`src/rtl/cantsa_pkg.sv`:
```
// Purpose: Shared constants and carriers for the CAN transmit select and acceptance slice
// Assumes: APB with 32-bit data; register index times four gives the byte address
// Notes:   Eight-bit registers sit in the low bits of each word, upper bits read zero
package cantsa_pkg;

    // ==========================================================
    // Bus geometry
    localparam int ADDR_W    = 12;
    localparam int DATA_W    = 32;
    localparam int IDX_W     = 10;
    localparam int NUM_TXB   = 3;
    localparam int WIN_BYTES = 16;

    // ==========================================================
    // Register indices
    localparam logic [IDX_W-1:0] IDX_ABORT_REQ  = 10'h008;
    localparam logic [IDX_W-1:0] IDX_ABORT_ACK  = 10'h009;
    localparam logic [IDX_W-1:0] IDX_TXB_SELECT = 10'h00A;
    localparam logic [IDX_W-1:0] IDX_ACCEPT_CTL = 10'h00B;
    localparam logic [IDX_W-1:0] IDX_RSVD_LO    = 10'h00C;
    localparam logic [IDX_W-1:0] IDX_RSVD_HI    = 10'h00D;
    localparam logic [IDX_W-1:0] IDX_IRQ_STATUS = 10'h010;
    localparam logic [IDX_W-1:0] IDX_IRQ_MASK   = 10'h011;
    localparam logic [IDX_W-1:0] IDX_WIN_BASE   = 10'h020;

    // ==========================================================
    // Field positions
    localparam int MODE_LSB = 4;
    localparam int HIT_LSB  = 0;
    localparam int IRQ_W    = 3;
    localparam int IRQ_ABORT   = 0;
    localparam int IRQ_RXHIT   = 1;
    localparam int IRQ_BLOCKED = 2;

    // ==========================================================
    // Reset values
    localparam logic [NUM_TXB-1:0] TXB_RST     = 3'h0;
    localparam logic [NUM_TXB-1:0] TXEMPTY_RST = 3'h7;
    localparam logic [2:0]         HIT_RST     = 3'h0;
    localparam logic [IRQ_W-1:0]   IRQ_RST     = 3'h0;
    localparam logic [7:0]         BYTE_RST    = 8'h00;

    typedef enum logic [1:0] {
        FILT_TWO32   = 2'h0,
        FILT_FOUR16  = 2'h1,
        FILT_EIGHT8  = 2'h2,
        FILT_CLOSED  = 2'h3
    } cantsa_mode_type;

    typedef struct packed {
        logic              psel;
        logic              penable;
        logic              pwrite;
        logic [ADDR_W-1:0] paddr;
        logic [DATA_W-1:0] pwdata;
    } cantsa_apb_req_type;

    typedef struct packed {
        logic              pready;
        logic              pslverr;
        logic [DATA_W-1:0] prdata;
    } cantsa_apb_rsp_type;

endpackage

```
`src/rtl/cantsa_top.sv`:
```
// Purpose: Abort acknowledge, transmit buffer select, shared window and acceptance control
// Assumes: All controller-side inputs come from logic on clk_sys; no synchronisers needed
// Notes:   APB answers two cycles after setup; windowed buffers are stored here
// Notes:   Mode register survives init mode; only reset clears it
`timescale 1ns/1ps

// Summary of operation
// - Abort acknowledge is read-only and held at reset while init mode is active.
// - A buffer's abort acknowledge sets when its message was aborted on request.
// - A buffer's abort acknowledge clears when its transmit-empty flag is cleared.
// - Only the lowest set select bit maps its buffer into the shared window.
// - Reading the select register returns only its lowest set bit.
// - The select register is writable only outside init mode and held at reset in it.
// - Window accesses are refused while the selected buffer is not empty.
// - Window accesses are refused when no buffer is selected.
// - The mode field picks two 32-bit, four 16-bit, eight 8-bit filters or closed.
// - In closed mode no message is accepted and the foreground is never reloaded.
// - The hit field reports the matching filter as a binary index 0 to 7.
// - The hit field follows the foreground message and updates on each shift in outside closed mode.
// - Acceptance control is writable only in init mode; hit bits are always read-only.
// - The reserved pair reads zero and ignores writes in normal operation.
// - An abort is granted only before transmission starts or after it failed.
// - Abort request clears while transmit-empty is set; software cannot clear it.
module cantsa_top
    import cantsa_pkg::*;
(
    // Clock and reset
    input  wire logic                clk_sys,
    input  wire logic                rst_b,
    // Register bus
    input  wire cantsa_apb_req_type  apbReq,
    output cantsa_apb_rsp_type       apbRsp,
    // Init handshake
    input  wire logic                initRequest,
    input  wire logic                initAcknowledge,
    // Transmit side
    input  wire logic [NUM_TXB-1:0]  txEmpty,
    input  wire logic [NUM_TXB-1:0]  txStarted,
    input  wire logic [NUM_TXB-1:0]  txFailed,
    input  wire logic [NUM_TXB-1:0]  abortDone,
    output logic      [NUM_TXB-1:0]  abortRequest,
    output logic      [NUM_TXB-1:0]  abortGrant,
    output logic      [NUM_TXB-1:0]  txBufSelect,
    // Receive side
    input  wire logic                rxShift,
    input  wire logic [2:0]          rxHitIndex,
    output cantsa_mode_type          acceptMode,
    output logic                     acceptEnable,
    // Interrupt
    output logic                     irq
);

    // ==========================================================
    // Helpers
    function automatic logic [NUM_TXB-1:0] lowestBit(input logic [NUM_TXB-1:0] v);
        logic [NUM_TXB-1:0] r;
        r = v & (~v + 3'h1);
        return r;
    endfunction

    function automatic logic [1:0] bufIndex(input logic [NUM_TXB-1:0] oneHot);
        logic [1:0] r;
        r = oneHot[1] ? 2'h1 : (oneHot[2] ? 2'h2 : 2'h0);
        return r;
    endfunction

    function automatic logic hitReg(input logic [IDX_W-1:0] at, input logic [IDX_W-1:0] want);
        return at == want;
    endfunction

    // ==========================================================
    // State
    logic [NUM_TXB-1:0]   abortReq_q;
    logic [NUM_TXB-1:0]   abortAck_q;
    logic [NUM_TXB-1:0]   selRaw_q;
    logic [NUM_TXB-1:0]   txEmptyPrev_q;
    cantsa_mode_type      mode_q;
    logic [2:0]           hitIndex_q;
    logic [IRQ_W-1:0]     irqStatus_q;
    logic [IRQ_W-1:0]     irqMask_q;
    cantsa_apb_rsp_type   rsp_q;
    logic [7:0]           txBuf_q [NUM_TXB][WIN_BYTES];

    logic                 initMode;
    logic                 writeOpen;
    logic [IDX_W-1:0]     idx;
    logic [3:0]           winOff;
    logic                 inWindow;
    logic [NUM_TXB-1:0]   selOneHot;
    logic [1:0]           selIdx;
    logic                 winOk;
    logic                 accessPhase;
    logic                 firstAccess;
    logic                 wrCommit;
    logic                 errNow;
    logic [DATA_W-1:0]    readNow;
    logic [7:0]           wByte;
    logic [NUM_TXB-1:0]   emptyFall;
    logic [NUM_TXB-1:0]   ackSet;
    logic                 hitUpdate;
    logic [IRQ_W-1:0]     irqEvent;
    logic                 wrAbortReq;
    logic                 wrSelect;
    logic                 wrAccept;
    logic                 wrIrqStatus;
    logic                 wrIrqMask;
    logic [NUM_TXB-1:0]   abortReqSet;

    // ==========================================================
    // Decode
    assign initMode    = initRequest & initAcknowledge;
    assign writeOpen   = ~initRequest & ~initAcknowledge;
    assign idx         = apbReq.paddr[ADDR_W-1:2];
    assign winOff      = idx[3:0];
    assign inWindow    = (idx[IDX_W-1:4] == IDX_WIN_BASE[IDX_W-1:4]);
    assign wByte       = apbReq.pwdata[7:0];
    assign accessPhase = apbReq.psel & apbReq.penable;
    // Response computed on the first access cycle, write lands on the completing edge
    assign firstAccess = accessPhase & ~rsp_q.pready;
    assign wrCommit    = accessPhase & rsp_q.pready & apbReq.pwrite & ~rsp_q.pslverr;

    assign selOneHot = lowestBit(selRaw_q);
    assign selIdx    = bufIndex(selOneHot);
    assign winOk     = (|selOneHot) && ((selOneHot & txEmpty) == selOneHot);

    // ==========================================================
    // Write strobes
    // Every strobe already excludes refused accesses, so blocked writes never land
    // no strobe exists for the read-only and reserved registers
    assign wrAbortReq  = wrCommit & hitReg(idx, IDX_ABORT_REQ) & writeOpen;
    assign wrSelect    = wrCommit & hitReg(idx, IDX_TXB_SELECT) & writeOpen;
    // acceptance control opens only in init mode
    assign wrAccept    = wrCommit & hitReg(idx, IDX_ACCEPT_CTL) & initMode;
    assign wrIrqStatus = wrCommit & hitReg(idx, IDX_IRQ_STATUS);
    assign wrIrqMask   = wrCommit & hitReg(idx, IDX_IRQ_MASK);
    // software can only set request bits, never clear them
    assign abortReqSet = wrAbortReq ? wByte[NUM_TXB-1:0] : TXB_RST;

    // ==========================================================
    // Read mux and error decode
    always_comb begin
        readNow = '0;
        errNow  = 1'b0;
        if (apbReq.paddr[1:0] != 2'h0) begin
            errNow = 1'b1;
        end else if (inWindow) begin
            if (winOk) begin
                readNow[7:0] = txBuf_q[selIdx][winOff];
            end else begin
                errNow = 1'b1;
            end
        end else begin
            unique case (idx)
                IDX_ABORT_REQ:  readNow[NUM_TXB-1:0] = abortReq_q;
                IDX_ABORT_ACK:  readNow[NUM_TXB-1:0] = abortAck_q;
                IDX_TXB_SELECT: readNow[NUM_TXB-1:0] = selOneHot;
                IDX_ACCEPT_CTL: begin
                    readNow[MODE_LSB+:2] = mode_q;
                    readNow[HIT_LSB+:3]  = hitIndex_q;
                end
                IDX_RSVD_LO:    readNow = '0;
                IDX_RSVD_HI:    readNow = '0;
                IDX_IRQ_STATUS: readNow[IRQ_W-1:0] = irqStatus_q;
                IDX_IRQ_MASK:   readNow[IRQ_W-1:0] = irqMask_q;
                default:        errNow = 1'b1;
            endcase
        end
    end

    // ==========================================================
    // APB response
    always_ff @(posedge clk_sys) begin
        if (!rst_b) begin
            rsp_q <= '0;
        end else begin
            // A write returns zero data so stale read values never leak
            rsp_q.pready <= firstAccess;
            if (firstAccess) begin
                rsp_q.pslverr <= errNow;
                rsp_q.prdata  <= apbReq.pwrite ? '0 : readNow;
            end else begin
                rsp_q.pslverr <= 1'b0;
                rsp_q.prdata  <= '0;
            end
        end
    end

    // ==========================================================
    // Abort request
    always_ff @(posedge clk_sys) begin
        if (!rst_b || initMode) begin
            abortReq_q <= TXB_RST;
        end else begin
            abortReq_q <= (abortReq_q | abortReqSet) & ~txEmpty;
        end
    end

    always_ff @(posedge clk_sys) begin
        if (!rst_b || initMode) begin
            abortGrant <= TXB_RST;
        end else begin
            // Registered for a clean level; costs one cycle of latency
            // grant before start or after failure
            abortGrant <= abortReq_q & ~txEmpty & (~txStarted | txFailed);
        end
    end

    // ==========================================================
    // Abort acknowledge
    assign emptyFall = txEmptyPrev_q & ~txEmpty;
    assign ackSet    = abortDone & abortReq_q;

    always_ff @(posedge clk_sys) begin
        if (!rst_b) begin
            // All empty after reset, so no false clear edge follows it
            txEmptyPrev_q <= TXEMPTY_RST;
        end else begin
            txEmptyPrev_q <= txEmpty;
        end
    end

    always_ff @(posedge clk_sys) begin
        // held in init, no write path
        if (!rst_b || initMode) begin
            abortAck_q <= TXB_RST;
        end else begin
            // clear on empty falling, set wins
            abortAck_q <= (abortAck_q & ~emptyFall) | ackSet;
        end
    end

    // ==========================================================
    // Transmit buffer select
    always_ff @(posedge clk_sys) begin
        if (!rst_b || initMode) begin
            selRaw_q <= TXB_RST;
        end else if (wrSelect) begin
            selRaw_q <= wByte[NUM_TXB-1:0];
        end
    end

    always_ff @(posedge clk_sys) begin
        if (!rst_b) begin
            txBufSelect <= TXB_RST;
        end else begin
            txBufSelect <= selOneHot;
        end
    end

    // Shared window storage; a refused access never reaches it
    // No reset: contents mean nothing until software loads a buffer
    always_ff @(posedge clk_sys) begin
        if (wrCommit && inWindow) begin
            txBuf_q[selIdx][winOff] <= wByte;
        end
    end

    // ==========================================================
    // Acceptance control
    always_ff @(posedge clk_sys) begin
        if (!rst_b) begin
            mode_q <= FILT_TWO32;
        end else if (wrAccept) begin
            mode_q <= cantsa_mode_type'(wByte[MODE_LSB+:2]);
        end
    end

    always_ff @(posedge clk_sys) begin
        if (!rst_b) begin
            acceptMode   <= FILT_TWO32;
            acceptEnable <= 1'b0;
        end else begin
            acceptMode   <= mode_q;
            acceptEnable <= (mode_q != FILT_CLOSED);
        end
    end

    assign hitUpdate = rxShift && (mode_q != FILT_CLOSED);

    always_ff @(posedge clk_sys) begin
        if (!rst_b) begin
            hitIndex_q <= HIT_RST;
        // Closed mode keeps the last accepted message's index
        // hit follows foreground
        end else if (hitUpdate) begin
            hitIndex_q <= rxHitIndex;
        end
    end

    // ==========================================================
    // Interrupts
    always_comb begin
        irqEvent              = '0;
        irqEvent[IRQ_ABORT]   = |ackSet;
        irqEvent[IRQ_RXHIT]   = hitUpdate;
        irqEvent[IRQ_BLOCKED] = accessPhase && rsp_q.pready && rsp_q.pslverr && inWindow;
    end

    // Set wins over a same-cycle write-one clear
    always_ff @(posedge clk_sys) begin
        if (!rst_b) begin
            irqStatus_q <= IRQ_RST;
        end else if (wrIrqStatus) begin
            irqStatus_q <= (irqStatus_q & ~wByte[IRQ_W-1:0]) | irqEvent;
        end else begin
            irqStatus_q <= irqStatus_q | irqEvent;
        end
    end

    always_ff @(posedge clk_sys) begin
        if (!rst_b) begin
            irqMask_q <= IRQ_RST;
        end else if (wrIrqMask) begin
            irqMask_q <= wByte[IRQ_W-1:0];
        end
    end

    always_ff @(posedge clk_sys) begin
        if (!rst_b) begin
            irq          <= 1'b0;
            abortRequest <= TXB_RST;
        end else begin
            // One cycle behind status, in exchange for a glitch-free pin
            irq          <= |(irqStatus_q & irqMask_q);
            abortRequest <= abortReq_q;
        end
    end

    assign apbRsp = rsp_q;

endmodule

```
`config.mk`:
```
export PLATFORM = sky130hd
export DESIGN_NAME = cantsa_top
export DESIGN_NICKNAME = d
export VERILOG_FILES = /design/src/rtl/cantsa_pkg.sv /design/src/rtl/cantsa_top.sv
export SDC_FILE = /design/constraint.sdc
export NUM_CORES = 1
export LEC_CHECK = 0
export BUFFER_PORTS_ARGS = -buffer_cell sky130_fd_sc_hd__buf_2
export CAP_MARGIN = 20
export CORE_ASPECT_RATIO = 0.75
export CORE_MARGIN = 5
export CORE_UTILIZATION = 60
export CTS_CLUSTER_DIAMETER = 120
export DETAILED_ROUTE_END_ITERATION = 8
export PLACE_DENSITY = 0.79
export RECOVER_POWER = 50
export SLEW_MARGIN = 20
export SYNTH_ARGS = -nofsm -noshare
export SYNTH_HDL_FRONTEND = slang
export SYNTH_SLANG_ARGS = --single-unit
```
`constraint.sdc`:
```
create_clock -name clk_sys -period 2.97 [get_ports clk_sys]
set_input_delay 0.4455 -clock clk_sys [delete_from_list [all_inputs] [get_ports clk_sys]]
set_output_delay 0.4455 -clock clk_sys [all_outputs]
set_load 0.05 [all_outputs]
```
Word-level counts from Yosys, hierarchy flattened
Memories as Yosys holds them, arrays and structs flattened.
Index checks and enable logic that the tools add are counted.
- flip-flop bits (word level): 70
- bits in writable memories: 384
- input port bits: 67
- output and inout bits: 47
- memories: 1
- memories (name ; depth ; width ; read ports ; clocked after memory_dff ; write ports ; RTL line ; source):
    txBuf_q ; 3 ; 128 ; 1 ; 0 ; 1 ; cantsa_top.sv:82 ; logic [7:0] txBuf_q [NUM_TXB][WIN_BYTES];
- add/sub/neg operators: 1
- magnitude comparators: 2
- equal/unequal tests: 11
- mux-type cells: 19
- bitwise logic cells: 44
- reductions and logical operators: 18
- operators with widths (kind ; number):
    2-to-1 mux 128 bit ; 1
    equality test 10 x 4 -> 1 bit, second input constant ; 6
    2-to-1 mux 8 bit ; 5
    binary-select mux 8 bit (select 4 bit) ; 1
    demux 8 bit (select 4 bit) ; 1
    AND 3 bit ; 10
    equality test 10 x 5 -> 1 bit, second input constant ; 2
    one-hot mux 3 bit (6 select lines) ; 1
    AND 1 bit ; 15
    inverter 3 bit ; 5
    bitwise OR 3 bit ; 5
    OR reduction 3 bit ; 4
    inverter 1 bit ; 8
    OR reduction 8 bit ; 1
    logical AND 1 bit ; 7
    equality test 6 x 2 -> 1 bit, second input constant ; 1
    2-to-1 mux 2 bit ; 3
    2-to-1 mux 3 bit ; 2
    OR reduction 6 bit ; 1
    greater-or-equal comparator 5 bit, second input constant ; 1
    < comparator 5 x 1 -> 1 bit, second input constant ; 1
    2-to-1 mux 1 bit ; 5
    inverter 4 -> 5 bit ; 1
    OR reduction 4 bit ; 1
    7 further kinds ; 7

Depth between registers and ports, before layout
An unclocked memory read counts as a cell.
- depth after elaboration: 11
- depth in mapped cells: 11

Worst setup path after synthesis
Ideal clock, no wire load.
- path type: input to register
- start: in apbReq[43] in the netlist's numbering
- end: mem txBuf_q[1][0] in the netlist's numbering, enable pin
- setup time: 0.383 ns
- data arrival time: 2.323 ns
- data required time: 2.587 ns
- slack: 0.263 ns
- cell stages on the path: 5
- buffers on the path: 1
- path through: or4_4 nor3b_4 nand4_1 clkbuf_1 nor3_1
- cells in the longest elaborated chain, start to end: 4
- RTL lines (element ; RTL line ; source):
    from (decl) ; cantsa_top.sv:31 ; input wire cantsa_apb_req_type apbReq,
    equality test 6 x 2 -> 1 bit ; cantsa_top.sv:115 ; assign inWindow = (idx[IDX_W-1:4] == IDX_WIN_BASE[IDX_W-1:4]);
    logical AND 1 bit ; cantsa_top.sv:253 ; if (wrCommit && inWindow) begin
    2-to-1 mux 1 bit ; cantsa_top.sv:253 ;
    2-to-1 mux 128 bit (not written as such) ; cantsa_top.sv:254 ; txBuf_q[selIdx][winOff] <= wByte;
    to (decl) ; cantsa_top.sv:82 ;
No other way between the ends.

Final worst setup path
- start: reg selRaw_q[0]
- end: reg rsp_q (netlist bit apbRsp[3])
- cells in the longest elaborated chain, start to end: 9
- elaborated cells between the ends (all ways): 15
- RTL lines (element ; RTL line ; source):
    from (decl) ; cantsa_top.sv:75 ; logic [NUM_TXB-1:0] selRaw_q;
    from (signal assigned) ; cantsa_top.sv:238 ; selRaw_q <= wByte[NUM_TXB-1:0];
    inverter 3 bit ; cantsa_top.sv:57 ; r = v & (~v + 3'h1);
    adder 3 x 1 -> 3 bit ; cantsa_top.sv:57 ;
    AND 3 bit * ; cantsa_top.sv:57 ;
    2-to-1 mux 2 bit (2 in series) ; cantsa_top.sv:63 ; r = oneHot[1] ? 2'h1 : (oneHot[2] ? 2'h2 : 2'h0);
    memory (3 x 128 bit) ; - ;
    binary-select mux 8 bit (select 4 bit) ; cantsa_top.sv:148 ; readNow[7:0] = txBuf_q[selIdx][winOff];
    2-to-1 mux 8 bit (not written as such) (2 in series) ; cantsa_top.sv:148 ;
    to (decl) ; cantsa_top.sv:81 ; cantsa_apb_rsp_type rsp_q;
Mark *: on every way between the ends. The rest lies on a longest branch, timed or not. The select of a mux whose other input is x is not followed.
A chain may end at the register's enable or synchronous reset.

==> out/qor.yml <==
run_status: "finished with violations"
violations: "max-capacitance violations, max-slew violations"
initial_core_util_pct: 61.1
placed_area_mm2: 0.0184
power_switching_share_pct: 20.6
wl_met1_mm: 16.5
antenna_left: 0
clk_latency_ns: 0.54
clock.fmax_mhz: 352
synth.distinct_cells: 57
p_leak_nw: 6.85
grt_pass1_wl_mm: 63.8
fin_area_mm2: 0.0196
dpl_worst_slack_ns: 0.186
num_rows: 53
reg2regPathDepth: 9
p_sw_mw: 2.49
skew_ns: 0.0110
multi_input_area_mm2: 0.00419
synth_async_sr_flop_share_pct: 0
io_buffers: 65
pin_count: 114
cp_slowest_stage_delay_ns: 0.47
r2r-start: "selRaw_q[0]"
crit_path_max_fanout: 20
powerDensity_mw_per_mm2: 617
dieArea_mm2: 0.0321
hold_slack_ns: 0.119
first_iter_violations: 1525
period_needed_ns: 2.84
die_w_um: 205
ir_drop_mv: 0.542
cts_hold_buffers: 0
drive_gt1_share_pct: 19.3
cap_violations: 8
arrival_ns: 3.24
relSlewSlack_pct: -57.1
area_delta_synth_final_pct: 14.0
dp_hpwl_mm: 27.1
netlist_area_mm2: 0.0172
synth_ff_type: "edfxtp_1"
rsz0062_at_grt: "no"
path_cells: "nand2b_4, buf_4, mux2i_1, o22ai_1, nor4_1, nor3_1, o21ai_0, buf_4, a21oi_1"
wl_mm: 42.9
drt_first_pass_iters: 5
worst-path-stages: 9
min_period_over_period_pct: 95.7
ys_seq_elements: 430
syn_inst: 1140
avgSynthCellArea_um2: 15.1
cts_tree: "done"
worst_slack_ns: 0.127
grt_pass1_vias: 10500
chipHeight_um: 157
cts_buffer_depth: 3
crit_type: "flop to flop"
place.gp.congestion: 0.879
setup_tns_ns: 0
finalSetupViolCount: 0
cts_buffers: 38
worst_pin_slew_ns: 2.36
synth-edff-count: 384
slowest_stage: "nor4_1"
routedWlPerCell_um: 25.4
vias: 10700
yosysTopAreaCell: "edfxtp_1"
yosysSeqAreaShare_pct: 72.5
grt_max_degree: 53
ys_warn_count: 0
hold_depth: 2
startpoint: "selRaw_q[0]"
cts.htree.levels: 2
cts.sinks: 430
worst-path-buf-inv: 2
final_hold_viol_count: 0
regArea_mm2: 0.0125
hold_path.class: "input pin to flop"
netlist.area_leader.share_pct: 67.1
crit_top_cell: "buf_4"
n_fill_cell: 1833
power_mw: 12.1
routed-wl-met3_mm: 5.07
wl_met2_mm: 20.0
min_from: "txEmpty[0]"
drv_slew: 382
cp.required_ns: 3.37
end_kind: "flop"
viasPerCell: 6.33
start_kind: "flop"
clkTransAtPathRegs_ns: 0.07
pwr-share-comb_pct: 4.4
crit_family: "simple AND/OR/NAND/NOR gates"
antenna_found_initial: 2
core_area_mm2: 0.0281
clock-root-buffer: "clkbuf_16"
intPower_mw: 9.60
grt-ovfl-total: 0
synth_area_leaders: "edfxtp_1 (67%), dfxtp_1 (5.4%), mux4_2 (4.6%)"
drc_errors: 0
clock_power_share_pct: 41.0
top_layer: "met5"
seqPwrFrac_pct: 54.5
grt_usage_pct: 26.8
final_nets: 1341
repair_timing:
action                     in CTS  in global routing
setup endpoints to repair       0                  3
resized for setup               0                  2
setup buffers                   0                  0
cells by family (layout without fill, tap and decap cells):
group / Yosys count / in the layout / synth area share, %
compound gates: 183 / 183 / 6.88
buf+inv: 110 / 250 / 3.74
flops: 430 / 430 / 72.5
mux: 92 / 92 / 7.93
other cells: 1 / 25 / 0.0218
simple gates: 324 / 324 / 8.92
cells in the final DEF, fill, tap and decap left out, types with 5 or more instances in the layout:
| cell | synthesis | layout |
|---|---|---|
| o22ai_1 | 20 | 20 |
| buf_2 | 21 | 45 |
| mux4_2 | 35 | 35 |
| clkinv_2 | 0 | 7 |
| a221oi_1 | 8 | 8 |
| a21oi_1 | 71 | 71 |
| conb_1 | 1 | 24 |
| clkbuf_16 | 0 | 41 |
| nand4_1 | 6 | 6 |
| buf_12 | 0 | 7 |
| edfxtp_1 | 384 | 384 |
| mux2i_1 | 54 | 54 |
| nand3_1 | 17 | 17 |
| nand2b_1 | 7 | 6 |
| o21ai_0 | 17 | 17 |
| nor2_1 | 48 | 48 |
| dfxtp_1 | 46 | 45 |
| and2_1 | 9 | 5 |
| a221o_1 | 7 | 7 |
| inv_1 | 11 | 11 |
| a211oi_1 | 10 | 10 |
| and3b_1 | 9 | 9 |
| a22oi_1 | 11 | 11 |
| a31oi_1 | 7 | 7 |
| buf_4 | 41 | 94 |
| clkbuf_1 | 25 | 33 |
| nor2b_1 | 14 | 14 |
| a32oi_1 | 11 | 11 |
| nand2_1 | 151 | 151 |
| nor4_1 | 16 | 16 |
| nor3_1 | 31 | 30 |
| clkinv_1 | 0 | 5 |
through the flow:
step | utilization, % | cells
final | 69.6 | 1689
after global routing | 69.6 | 1688
after CTS | 69.7 | 1688
after detailed placement | 65.3 | 1619
after global placement | 65.3 | 1619
after floorplan | - | 1163
worst paths after layout:
kind              endpoint  slack [ns]
max              apbRsp[3]        0.13
min          abortGrant[0]        0.12
max reg2reg      apbRsp[3]        0.13
min reg2reg  abortAck_q[0]        0.49
routing by layer:
layer,vias to the layer above,global-route usage [%]
met5,-,0
met4,4,7.87
met3,96,6.82
met2,681,41.6
met1,5328,38.3
li1,4590,-
power groups by stage:
stage               clock network, mW  registers (mW)  logic, mW
floorplan                           0            6.72      0.292
global placement                    0            6.72      0.513
detailed placement                  0            6.72      0.524
CTS                              4.99            6.59      0.527
global route                     5.27            6.59      0.560
finish                           4.96            6.59      0.535
Yosys cell counts, drive strengths merged, types with 9 or more instances:
cell type  instances
dfxtp             46
nor4              17
edfxtp           384
inv               12
o21ai             17
mux2i             54
nor3              31
a22oi             11
clkbuf            25
nand2            151
and2               9
a211oi            10
nor2              50
a21oi             72
a32oi             11
mux4              35
nand3             17
nor2b             15
buf               73
o22ai             20
and3b              9
cell type report:
cell class | instances | share of cell area [%]
repair buffers | 169 | 5.91
well taps | 385 | 2.46
multi-input cells | 623 | 21.4
clock buffers | 54 | 5.64
flip-flops and latches | 430 | 63.6
inverters | 12 | 0.230
clock inverters | 15 | 0.735
diodes | 1 | 0.0128
worst reg2reg max path: cells and delay by family, from the launching register on:
family	cells	cell delay, ns
and+or+nand+nor	3	1.12
muxes	1	0.26
DFF	1	0.43
AOI/OAI and AO/OA	3	0.45
buffers and inverters	2	0.45
flip-flops by register name (all words and copies together), names as in the netlist, 2 cells and up:
register	count
acceptMode	2
abortReq_q	3
txBufSelect	3
irqMask_q	3
txEmptyPrev_q	3
hitIndex_q	3
txBuf_q	384
apbRsp	10
irqStatus_q	3
abortAck_q	3
abortGrant	3
selRaw_q	3
mode_q	2
abortRequest	3
(Power assumes the default switching activity.)
